$ cat config.mk
export PLATFORM = sky130hd
export DESIGN_NAME = hp_power_ctrl
export DESIGN_NICKNAME = d
export VERILOG_FILES = /design/src/hp_power_pkg.sv /design/src/hp_power_ctrl.sv
export VERILOG_INCLUDE_DIRS = /design/src
export SDC_FILE = /design/constraint.sdc
export NUM_CORES = 1
export LEC_CHECK = 0
export BUFFER_PORTS_ARGS = -buffer_cell sky130_fd_sc_hd__buf_2
export CAP_MARGIN = 20
export CELL_PAD_IN_SITES_DETAIL_PLACEMENT = 1
export CELL_PAD_IN_SITES_GLOBAL_PLACEMENT = 1
export CORE_ASPECT_RATIO = 0.6
export CORE_UTILIZATION = 35
export CTS_CLUSTER_DIAMETER = 40
export DETAILED_ROUTE_END_ITERATION = 10
export GPL_TIMING_DRIVEN = 0
export PLACE_DENSITY = 0.65
export SYNTH_ARGS = -nofsm -noshare
export SYNTH_HDL_FRONTEND = slang
export SYNTH_SLANG_ARGS = --single-unit
export TNS_END_PERCENT = 50
$ cat constraint.sdc
create_clock -name clock -period 4.3 [get_ports clock]
set_clock_uncertainty 0.15 [all_clocks]
set_input_delay 0.215 -clock clock [delete_from_list [all_inputs] [get_ports clock]]
set_output_delay 0.215 -clock clock [all_outputs]
set_load 0.02 [all_outputs]
$ cat src/hp_power_defs.svh
// Register offsets, bit positions, reset values and timing for the
// headphone amplifier power and mode controller.
// Assumes inclusion by bare name from the bench, the host model and the design file.
`ifndef HP_POWER_DEFS_SVH
`define HP_POWER_DEFS_SVH

`define ADDR_MODE_CONTROL      8'h01
`define ADDR_VOLUME_SILENCE    8'h02
`define ADDR_OUTPUT_OPTIONS    8'h03
`define ADDR_DEVICE_INFO       8'h04

`define BIT_POWER_DOWN         0
`define BIT_THERMAL_FLAG       1
`define BIT_RIGHT_ENABLE       6
`define BIT_LEFT_ENABLE        7
`define BIT_RIGHT_MUTE         6
`define BIT_LEFT_MUTE          7
`define BIT_DISTORTION_REDUCE  3
`define BIT_HIZ_LEFT           1
`define BIT_HIZ_RIGHT          0

`define MODE_WRITE_MASK        8'hc1
`define VOLUME_WRITE_MASK      8'hfe
`define OUTPUT_WRITE_MASK      8'h0b
`define MODE_RESET             8'h01
`define VOLUME_RESET           8'hc0
`define OUTPUT_RESET           8'h00
// Device information value, arbitrary
`define DEVICE_INFO_VALUE      8'h5a

`define SHUTDOWN_TIME_MS       3
`define CLOCK_MHZ              250
`define SHUTDOWN_CYCLES        (`SHUTDOWN_TIME_MS * 1000 * `CLOCK_MHZ)
`define STEP_TIME_US           60
`define STEP_CYCLES            (`STEP_TIME_US * `CLOCK_MHZ)
`define HOLD_TIME_US           100
`define HOLD_CYCLES            (`HOLD_TIME_US * `CLOCK_MHZ)

`endif

$ cat src/hp_power_pkg.sv
// Types for the headphone amplifier power and mode controller.
// Assumes the defines header is compiled alongside.
package hp_power_pkg;

   // Soft-start current limit step: 70, 140, 280, 750 mA
   typedef enum logic [1:0] {
      limit_70ma,
      limit_140ma,
      limit_280ma,
      limit_750ma
   } current_limit_type;

   typedef enum logic [1:0] {
      pulse_idle,
      pulse_high_on,
      pulse_low_on,
      pulse_discharge
   } pulse_state_type;

   typedef struct packed {
      logic high_side_on;
      logic low_side_on;
      logic idle_low_power;
   } switch_drive_type;

   typedef struct packed {
      logic left_enable;
      logic right_enable;
      logic left_mute;
      logic right_mute;
      logic left_hiz;
      logic right_hiz;
      logic distortion_reduce;
      logic [4:0] volume;
   } channel_ctrl_type;

endpackage

$ cat src/hp_power_ctrl.sv
// Power, mode and regulator switch sequencing of the headphone amplifier.
// Assumes an I2C front end delivering decoded byte writes and reads on
// this clock, and comparator inputs from the analog regulator.
`timescale 1ns/1ps
`include "hp_power_defs.svh"

module hp_power_ctrl #(
   parameter int SHUTDOWN_CYCLES = `SHUTDOWN_CYCLES,
   parameter int STEP_CYCLES     = `STEP_CYCLES,
   parameter int HOLD_CYCLES     = `HOLD_CYCLES
) (
   // Clock and reset
   input  wire logic                              clock,
   input  wire logic                              srst,
   // Register access from the I2C front end
   input  wire logic                              write_strobe,
   input  wire logic                              read_strobe,
   input  wire logic [7:0]                        reg_address,
   input  wire logic [7:0]                        write_data,
   output logic      [7:0]                        read_data,
   output logic                                   busy,
   // Analog status pins
   input  wire logic                              thermal_active_pin,
   input  wire logic                              supply_ok_pin,
   input  wire logic                              output_above_low_pin,
   input  wire logic                              output_at_high_pin,
   input  wire logic                              pulse_mode_peak_current,
   input  wire logic                              zero_current_pin,
   // Controls to the analog side
   output logic                                   global_power_down,
   output hp_power_pkg::channel_ctrl_type         channel_ctrl,
   output logic                                   high_rail_select,
   output hp_power_pkg::current_limit_type        current_limit,
   output logic                                   soft_start_active,
   output hp_power_pkg::switch_drive_type         switch_drive
);

   ////////////////////////////////////////////////////////////////////////
   // Pin synchronisers
   localparam int NSYNC = 6;
   logic [NSYNC-1:0] pin_raw;
   logic [NSYNC-1:0] sync1_reg;
   logic [NSYNC-1:0] sync2_reg;
   assign pin_raw = {thermal_active_pin, supply_ok_pin, output_above_low_pin,
                     output_at_high_pin, pulse_mode_peak_current,
                     zero_current_pin};

   genvar gi;
   generate
      for (gi = 0; gi < NSYNC; gi++) begin : g_sync
         always_ff @(posedge clock) begin
            if (srst) begin
               sync1_reg[gi] <= 1'b0;
               sync2_reg[gi] <= 1'b0;
            end else begin
               sync1_reg[gi] <= pin_raw[gi];
               sync2_reg[gi] <= sync1_reg[gi];
            end
         end
      end
   endgenerate

   logic thermal_s, supply_s, above_low_s, at_high_s, peak_s, zero_s;
   assign {thermal_s, supply_s, above_low_s, at_high_s, peak_s, zero_s} =
      sync2_reg;

   ////////////////////////////////////////////////////////////////////////
   // Registers
   logic [7:0] mode_control_reg;
   logic [7:0] volume_and_silence_reg;
   logic [7:0] output_options_reg;

   always_ff @(posedge clock) begin
      if (srst) begin
         mode_control_reg       <= `MODE_RESET;
         volume_and_silence_reg <= `VOLUME_RESET;
         output_options_reg     <= `OUTPUT_RESET;
      end else if (write_strobe && !busy) begin
         case (reg_address)
            `ADDR_MODE_CONTROL:
               mode_control_reg <= write_data & `MODE_WRITE_MASK;
            `ADDR_VOLUME_SILENCE:
               volume_and_silence_reg <= write_data & `VOLUME_WRITE_MASK;
            `ADDR_OUTPUT_OPTIONS:
               output_options_reg <= write_data & `OUTPUT_WRITE_MASK;
            default: ;
         endcase
      end
   end

   always_ff @(posedge clock) begin
      if (srst) begin
         read_data <= 8'h00;
      end else if (read_strobe) begin
         case (reg_address)
            `ADDR_MODE_CONTROL: begin
               read_data <= mode_control_reg;
               read_data[`BIT_THERMAL_FLAG] <= thermal_s;
            end
            `ADDR_VOLUME_SILENCE: read_data <= volume_and_silence_reg;
            `ADDR_OUTPUT_OPTIONS: read_data <= output_options_reg;
            `ADDR_DEVICE_INFO:    read_data <= `DEVICE_INFO_VALUE;
            default:              read_data <= 8'h00;
         endcase
      end
   end

   assign global_power_down = mode_control_reg[`BIT_POWER_DOWN];

   always_comb begin
      channel_ctrl.left_enable  = mode_control_reg[`BIT_LEFT_ENABLE];
      channel_ctrl.right_enable = mode_control_reg[`BIT_RIGHT_ENABLE];
      channel_ctrl.left_mute    = volume_and_silence_reg[`BIT_LEFT_MUTE];
      channel_ctrl.right_mute   = volume_and_silence_reg[`BIT_RIGHT_MUTE];
      channel_ctrl.left_hiz     = output_options_reg[`BIT_HIZ_LEFT];
      channel_ctrl.right_hiz    = output_options_reg[`BIT_HIZ_RIGHT];
      channel_ctrl.distortion_reduce =
         output_options_reg[`BIT_DISTORTION_REDUCE];
      channel_ctrl.volume       = volume_and_silence_reg[5:1];
   end

   ////////////////////////////////////////////////////////////////////////
   // Shutdown timer: blocks writes while the shutdown sequence runs
   logic [31:0] shutdown_count_reg;
   logic        power_down_prev_reg;

   always_ff @(posedge clock) begin
      if (srst) begin
         power_down_prev_reg <= 1'b1;
      end else begin
         power_down_prev_reg <= global_power_down;
      end
   end

   always_ff @(posedge clock) begin
      if (srst) begin
         shutdown_count_reg <= 32'h0;
      end else if (global_power_down && !power_down_prev_reg) begin
         shutdown_count_reg <= 32'(SHUTDOWN_CYCLES);
      end else if (shutdown_count_reg != 32'h0) begin
         shutdown_count_reg <= shutdown_count_reg - 32'h1;
      end
   end

   assign busy = (shutdown_count_reg != 32'h0);

   ////////////////////////////////////////////////////////////////////////
   // Soft start
   logic [31:0] step_count_reg;
   logic        enable_edge;
   assign enable_edge = power_down_prev_reg && !global_power_down;

   always_ff @(posedge clock) begin
      if (srst) begin
         current_limit     <= hp_power_pkg::limit_70ma;
         soft_start_active <= 1'b0;
         step_count_reg    <= 32'h0;
      end else if (global_power_down) begin
         current_limit     <= hp_power_pkg::limit_70ma;
         soft_start_active <= 1'b0;
         step_count_reg    <= 32'h0;
      end else if (enable_edge) begin
         if (supply_s) begin
            current_limit     <= hp_power_pkg::limit_70ma;
            soft_start_active <= 1'b1;
            step_count_reg    <= 32'(STEP_CYCLES);
         end else begin
            current_limit     <= hp_power_pkg::limit_750ma;
            soft_start_active <= 1'b0;
         end
      end else if (soft_start_active) begin
         if (step_count_reg > 32'h1) begin
            step_count_reg <= step_count_reg - 32'h1;
         end else begin
            step_count_reg <= 32'(STEP_CYCLES);
            case (current_limit)
               hp_power_pkg::limit_70ma:
                  current_limit <= hp_power_pkg::limit_140ma;
               hp_power_pkg::limit_140ma:
                  current_limit <= hp_power_pkg::limit_280ma;
               hp_power_pkg::limit_280ma: begin
                  current_limit     <= hp_power_pkg::limit_750ma;
                  soft_start_active <= 1'b0;
               end
               default: soft_start_active <= 1'b0;
            endcase
         end
      end
   end

   ////////////////////////////////////////////////////////////////////////
   // Class G rail selection
   logic [31:0] hold_count_reg;

   always_ff @(posedge clock) begin
      if (srst || global_power_down) begin
         high_rail_select <= 1'b0;
         hold_count_reg   <= 32'h0;
      end else if (above_low_s) begin
         high_rail_select <= 1'b1;
         hold_count_reg   <= 32'(HOLD_CYCLES);
      end else if (high_rail_select) begin
         if (hold_count_reg > 32'h1) begin
            hold_count_reg <= hold_count_reg - 32'h1;
         end else begin
            high_rail_select <= 1'b0;
            hold_count_reg   <= 32'h0;
         end
      end
   end

   ////////////////////////////////////////////////////////////////////////
   // Pulse-frequency mode switch sequencer
   hp_power_pkg::pulse_state_type pulse_state_reg;

   always_ff @(posedge clock) begin
      if (srst || global_power_down) begin
         pulse_state_reg <= hp_power_pkg::pulse_idle;
      end else begin
         case (pulse_state_reg)
            hp_power_pkg::pulse_idle:
               if (!at_high_s) begin
                  pulse_state_reg <= hp_power_pkg::pulse_high_on;
               end
            hp_power_pkg::pulse_high_on:
               if (at_high_s) begin
                  pulse_state_reg <= hp_power_pkg::pulse_discharge;
               end else if (peak_s) begin
                  pulse_state_reg <= hp_power_pkg::pulse_low_on;
               end
            hp_power_pkg::pulse_low_on:
               if (zero_s) begin
                  pulse_state_reg <= at_high_s ?
                     hp_power_pkg::pulse_idle :
                     hp_power_pkg::pulse_high_on;
               end else if (at_high_s) begin
                  pulse_state_reg <= hp_power_pkg::pulse_discharge;
               end
            hp_power_pkg::pulse_discharge:
               if (zero_s) begin
                  pulse_state_reg <= hp_power_pkg::pulse_idle;
               end
            default: pulse_state_reg <= hp_power_pkg::pulse_idle;
         endcase
      end
   end

   always_comb begin
      switch_drive.high_side_on   =
         (pulse_state_reg == hp_power_pkg::pulse_high_on);
      switch_drive.low_side_on    =
         (pulse_state_reg == hp_power_pkg::pulse_low_on) ||
         (pulse_state_reg == hp_power_pkg::pulse_discharge);
      switch_drive.idle_low_power =
         (pulse_state_reg == hp_power_pkg::pulse_idle);
   end
endmodule

==> flow_summary.yaml <==
synth:
  ys_seq_area_share_pct: 42.1
  yosysTopAreaCell: "dfxtp_1"
  netlist_area_um2: 6460
  ys_warn_count: 0
  syn-instance-count: 747
  synth_nets: 783
  synthArstFlopShare_pct: 0
  synth_edf_count: 0
  synth_cell_types: 60
  synth_top_area_share_pct: 42.1
  synthTopCellsByArea: "dfxtp_1 42%, nor2_1 5.6%, xnor2_1 5.4%, or4_1 3.6%, or3_1 3.2%"
  avgSynthCellArea_um2: 8.65
  synth.ff_latch_count: 136
  synth_ff_type: "dfxtp_1"
die:
  die_height_um: 107
  core_area_um2: 18100
  fp-row-count: 38
  start_util_pct: 35.8
  num_io_pins: 55
  die_x_um: 177
  dieArea_um2: 19000
placed_design:
  dp_hpwl_um: 13800
  pre_cts_ws_ps: 1160
  io_buffer_count: 50
  gp_congestion: 0.814
  placed_cell_area_um2: 7020
  placedCellCount: 1037
critical_path:
  ff2ff_setup_slack_ps: 1170
  startpoint_type: "flip-flop"
  critical_path.top_delay_family: "simple AND/OR/NAND/NOR gates"
  cp.required_ps: 3930
  cpPeakStageDelay_ps: 650
  critPathBufInv: 3
  reg2reg_depth: 6
  end_kind: "primary output"
  path_common_cell: "or4_1"
  crit_type: "reg2out"
  crit_arrival_ps: 2970
  cp_num_cells: 6
  reg2reg_from: "step_count_reg[4]"
  cp-endpoint: "busy"
  cpMaxStageDelayCell: "or4_1"
  crit_path_cell_trace: "or4_1, or4_1, clkbuf_1, nor3_2, inv_1, buf_2"
  cp-startpoint: "shutdown_count_reg[12]"
  reg2reg_to: "step_count_reg[14]"
  crit_fanout: 8
job:
  drv_cap: 0
power_and_ir_drop:
  powerDensity_nw_per_um2: 501
  p_int_mw: 2.58
  p_switching_mw: 1.31
  sequentialPowerShare_pct: 36.7
  clkPwrFrac_pct: 37.4
  sw_frac_of_total_pct: 33.6
  power.total_mw: 3.89
  pwr-share-comb_pct: 26.0
  p_leak_nw: 2.86
  ir_drop_uv: 326
clock_tree:
  cts_buffer_depth: 2
  cts.sinks: 136
  clk_pin_slew_worst_paths_ps: 60
  numCtsBuffers: 17
  cts_tree: "yes"
  h-tree-depth: 4
  clock-root-buffer: "clkbuf_16"
  clk_latency_ps: 430
layout:
  area_growth_pct: 20.1
  stdcell_count: 1087
  nNetsFinal: 870
  n_antenna_cell: 0
  final_util_pct: 43.0
  drive_above_1_share_pct: 13.2
  fin_area_um2: 7770
sta:
  drv_slew: 0
  holdWs_ps: 75.4
  relSlewSlack_pct: 37.4
  finalCritPeriodShare_pct: 77.5
  max_freq_mhz: 300
  hold_viol: 0
  min_period_ps: 3330
  setup_viol: 0
  fin_tns_setup_ps: 0
  worst_slew_pin_slew_ps: 930
  rsz0062_at_grt: "false"
  setup_ws_ps: 966
drt:
  drc: 0
  wl_um: 18900
  antenna_left: 0
  avgViaCountPerCell: 5.41
  vias: 5879
  routedWlPerCell_um: 17.4
  dr.pass1.iters: 4
  drt_iter0_markers: 241
grt:
  track_usage_pct: 21.2
  grt_max_degree: 17
  grt_pass1_wl_um: 31500
  grt_pass1_vias: 6031
  antenna_found_initial: 0
  grt-ovfl-total: 0
hold_path:
  holdCritPathClass: "in2reg"
run_status:
  status: "completed"
==> logic make-up (layout without fill, tap and decap cells) <==
kind of cell | after synthesis | after routing | share of synthesized area [%]
xor+xnor | 60 | 60 | 8.13
simple gates | 350 | 350 | 30.0
compound gates | 117 | 117 | 11.4
buf+inv | 56 | 156 | 3.60
mux | 18 | 18 | 2.88
fa+ha+maj | 10 | 10 | 1.94
flops | 136 | 136 | 42.1
==> worst min-delay path by stage <==
stage,start,to,slack [ps],cells past startpoint
after global routing,reg_address[6],read_data[4],100,4
after detailed placement,sync1_reg[5],thermal_s,280,1
final,srst,thermal_s,80,2
after global placement,sync1_reg[5],thermal_s,270,1
after CTS,srst,thermal_s,70,2
after floorplan,write_data[0],mode_control_reg[0],180,1
==> metal layers <==
metal	global-route usage, %	wire [um]	share of wire (%)	vias to the layer above
li1	-	-	-	2882
met1	29.7	9860	52	2905
met5	0	0	0	-
met3	4.80	741	3.9	14
met4	6.65	216	1.1	0
met2	32.2	8120	43	78
==> Yosys cell counts (all sizes together), types with 10 or more instances <==
| cell | number |
|---|---|
| nor2 | 96 |
| clkbuf | 30 |
| xnor2 | 40 |
| mux2i | 13 |
| or3 | 33 |
| nand2 | 38 |
| dfxtp | 136 |
| nor2b | 23 |
| nand3 | 16 |
| nor3 | 28 |
| a21oi | 39 |
| inv | 16 |
| buf | 10 |
| xor2 | 20 |
| o21ai | 25 |
| or4 | 33 |
| nor4 | 36 |
| ha | 10 |
==> power groups by stage <==
stage                     clock network [mW]  logic, mW  registers, mW
final                                   1.45       1.01           1.43
after global routing                    1.54       1.13           1.44
after CTS                               1.49       1.01           1.43
after detailed placement                   0      0.992           1.45
after global placement                     0      0.950           1.45
after floorplan                            0      0.739           1.42
==> area by class of cell <==
cell class,instances,area (um2)
clock buffer,21,450
fill,2166,10300
tap,240,300
sequential,136,2720
buffer,40,173
timing repair buffer,68,425
multi-input combinational,555,3510
inverter,16,60.1
clock inverter,11,125
==> timing repair <==
action,in CTS,in global routing
resized for setup,0,0
setup buffers,0,0
hold endpoints to repair,22,0
hold buffers,17,0
==> layout by cell type (no fill, tap or decap), drive strengths merged, types with 17 or more instances in the layout <==
| master | instances |
|---|---|
| xnor2 | 40 |
| nor2 | 96 |
| nor3 | 28 |
| buf | 61 |
| nor4 | 36 |
| or4 | 33 |
| clkbuf | 51 |
| dfxtp | 136 |
| xor2 | 20 |
| o21ai | 25 |
| nor2b | 23 |
| or3 | 33 |
| dlygate4sd3 | 17 |
| a21oi | 39 |
| nand2 | 38 |
Power figures use the tool's default switching activity.
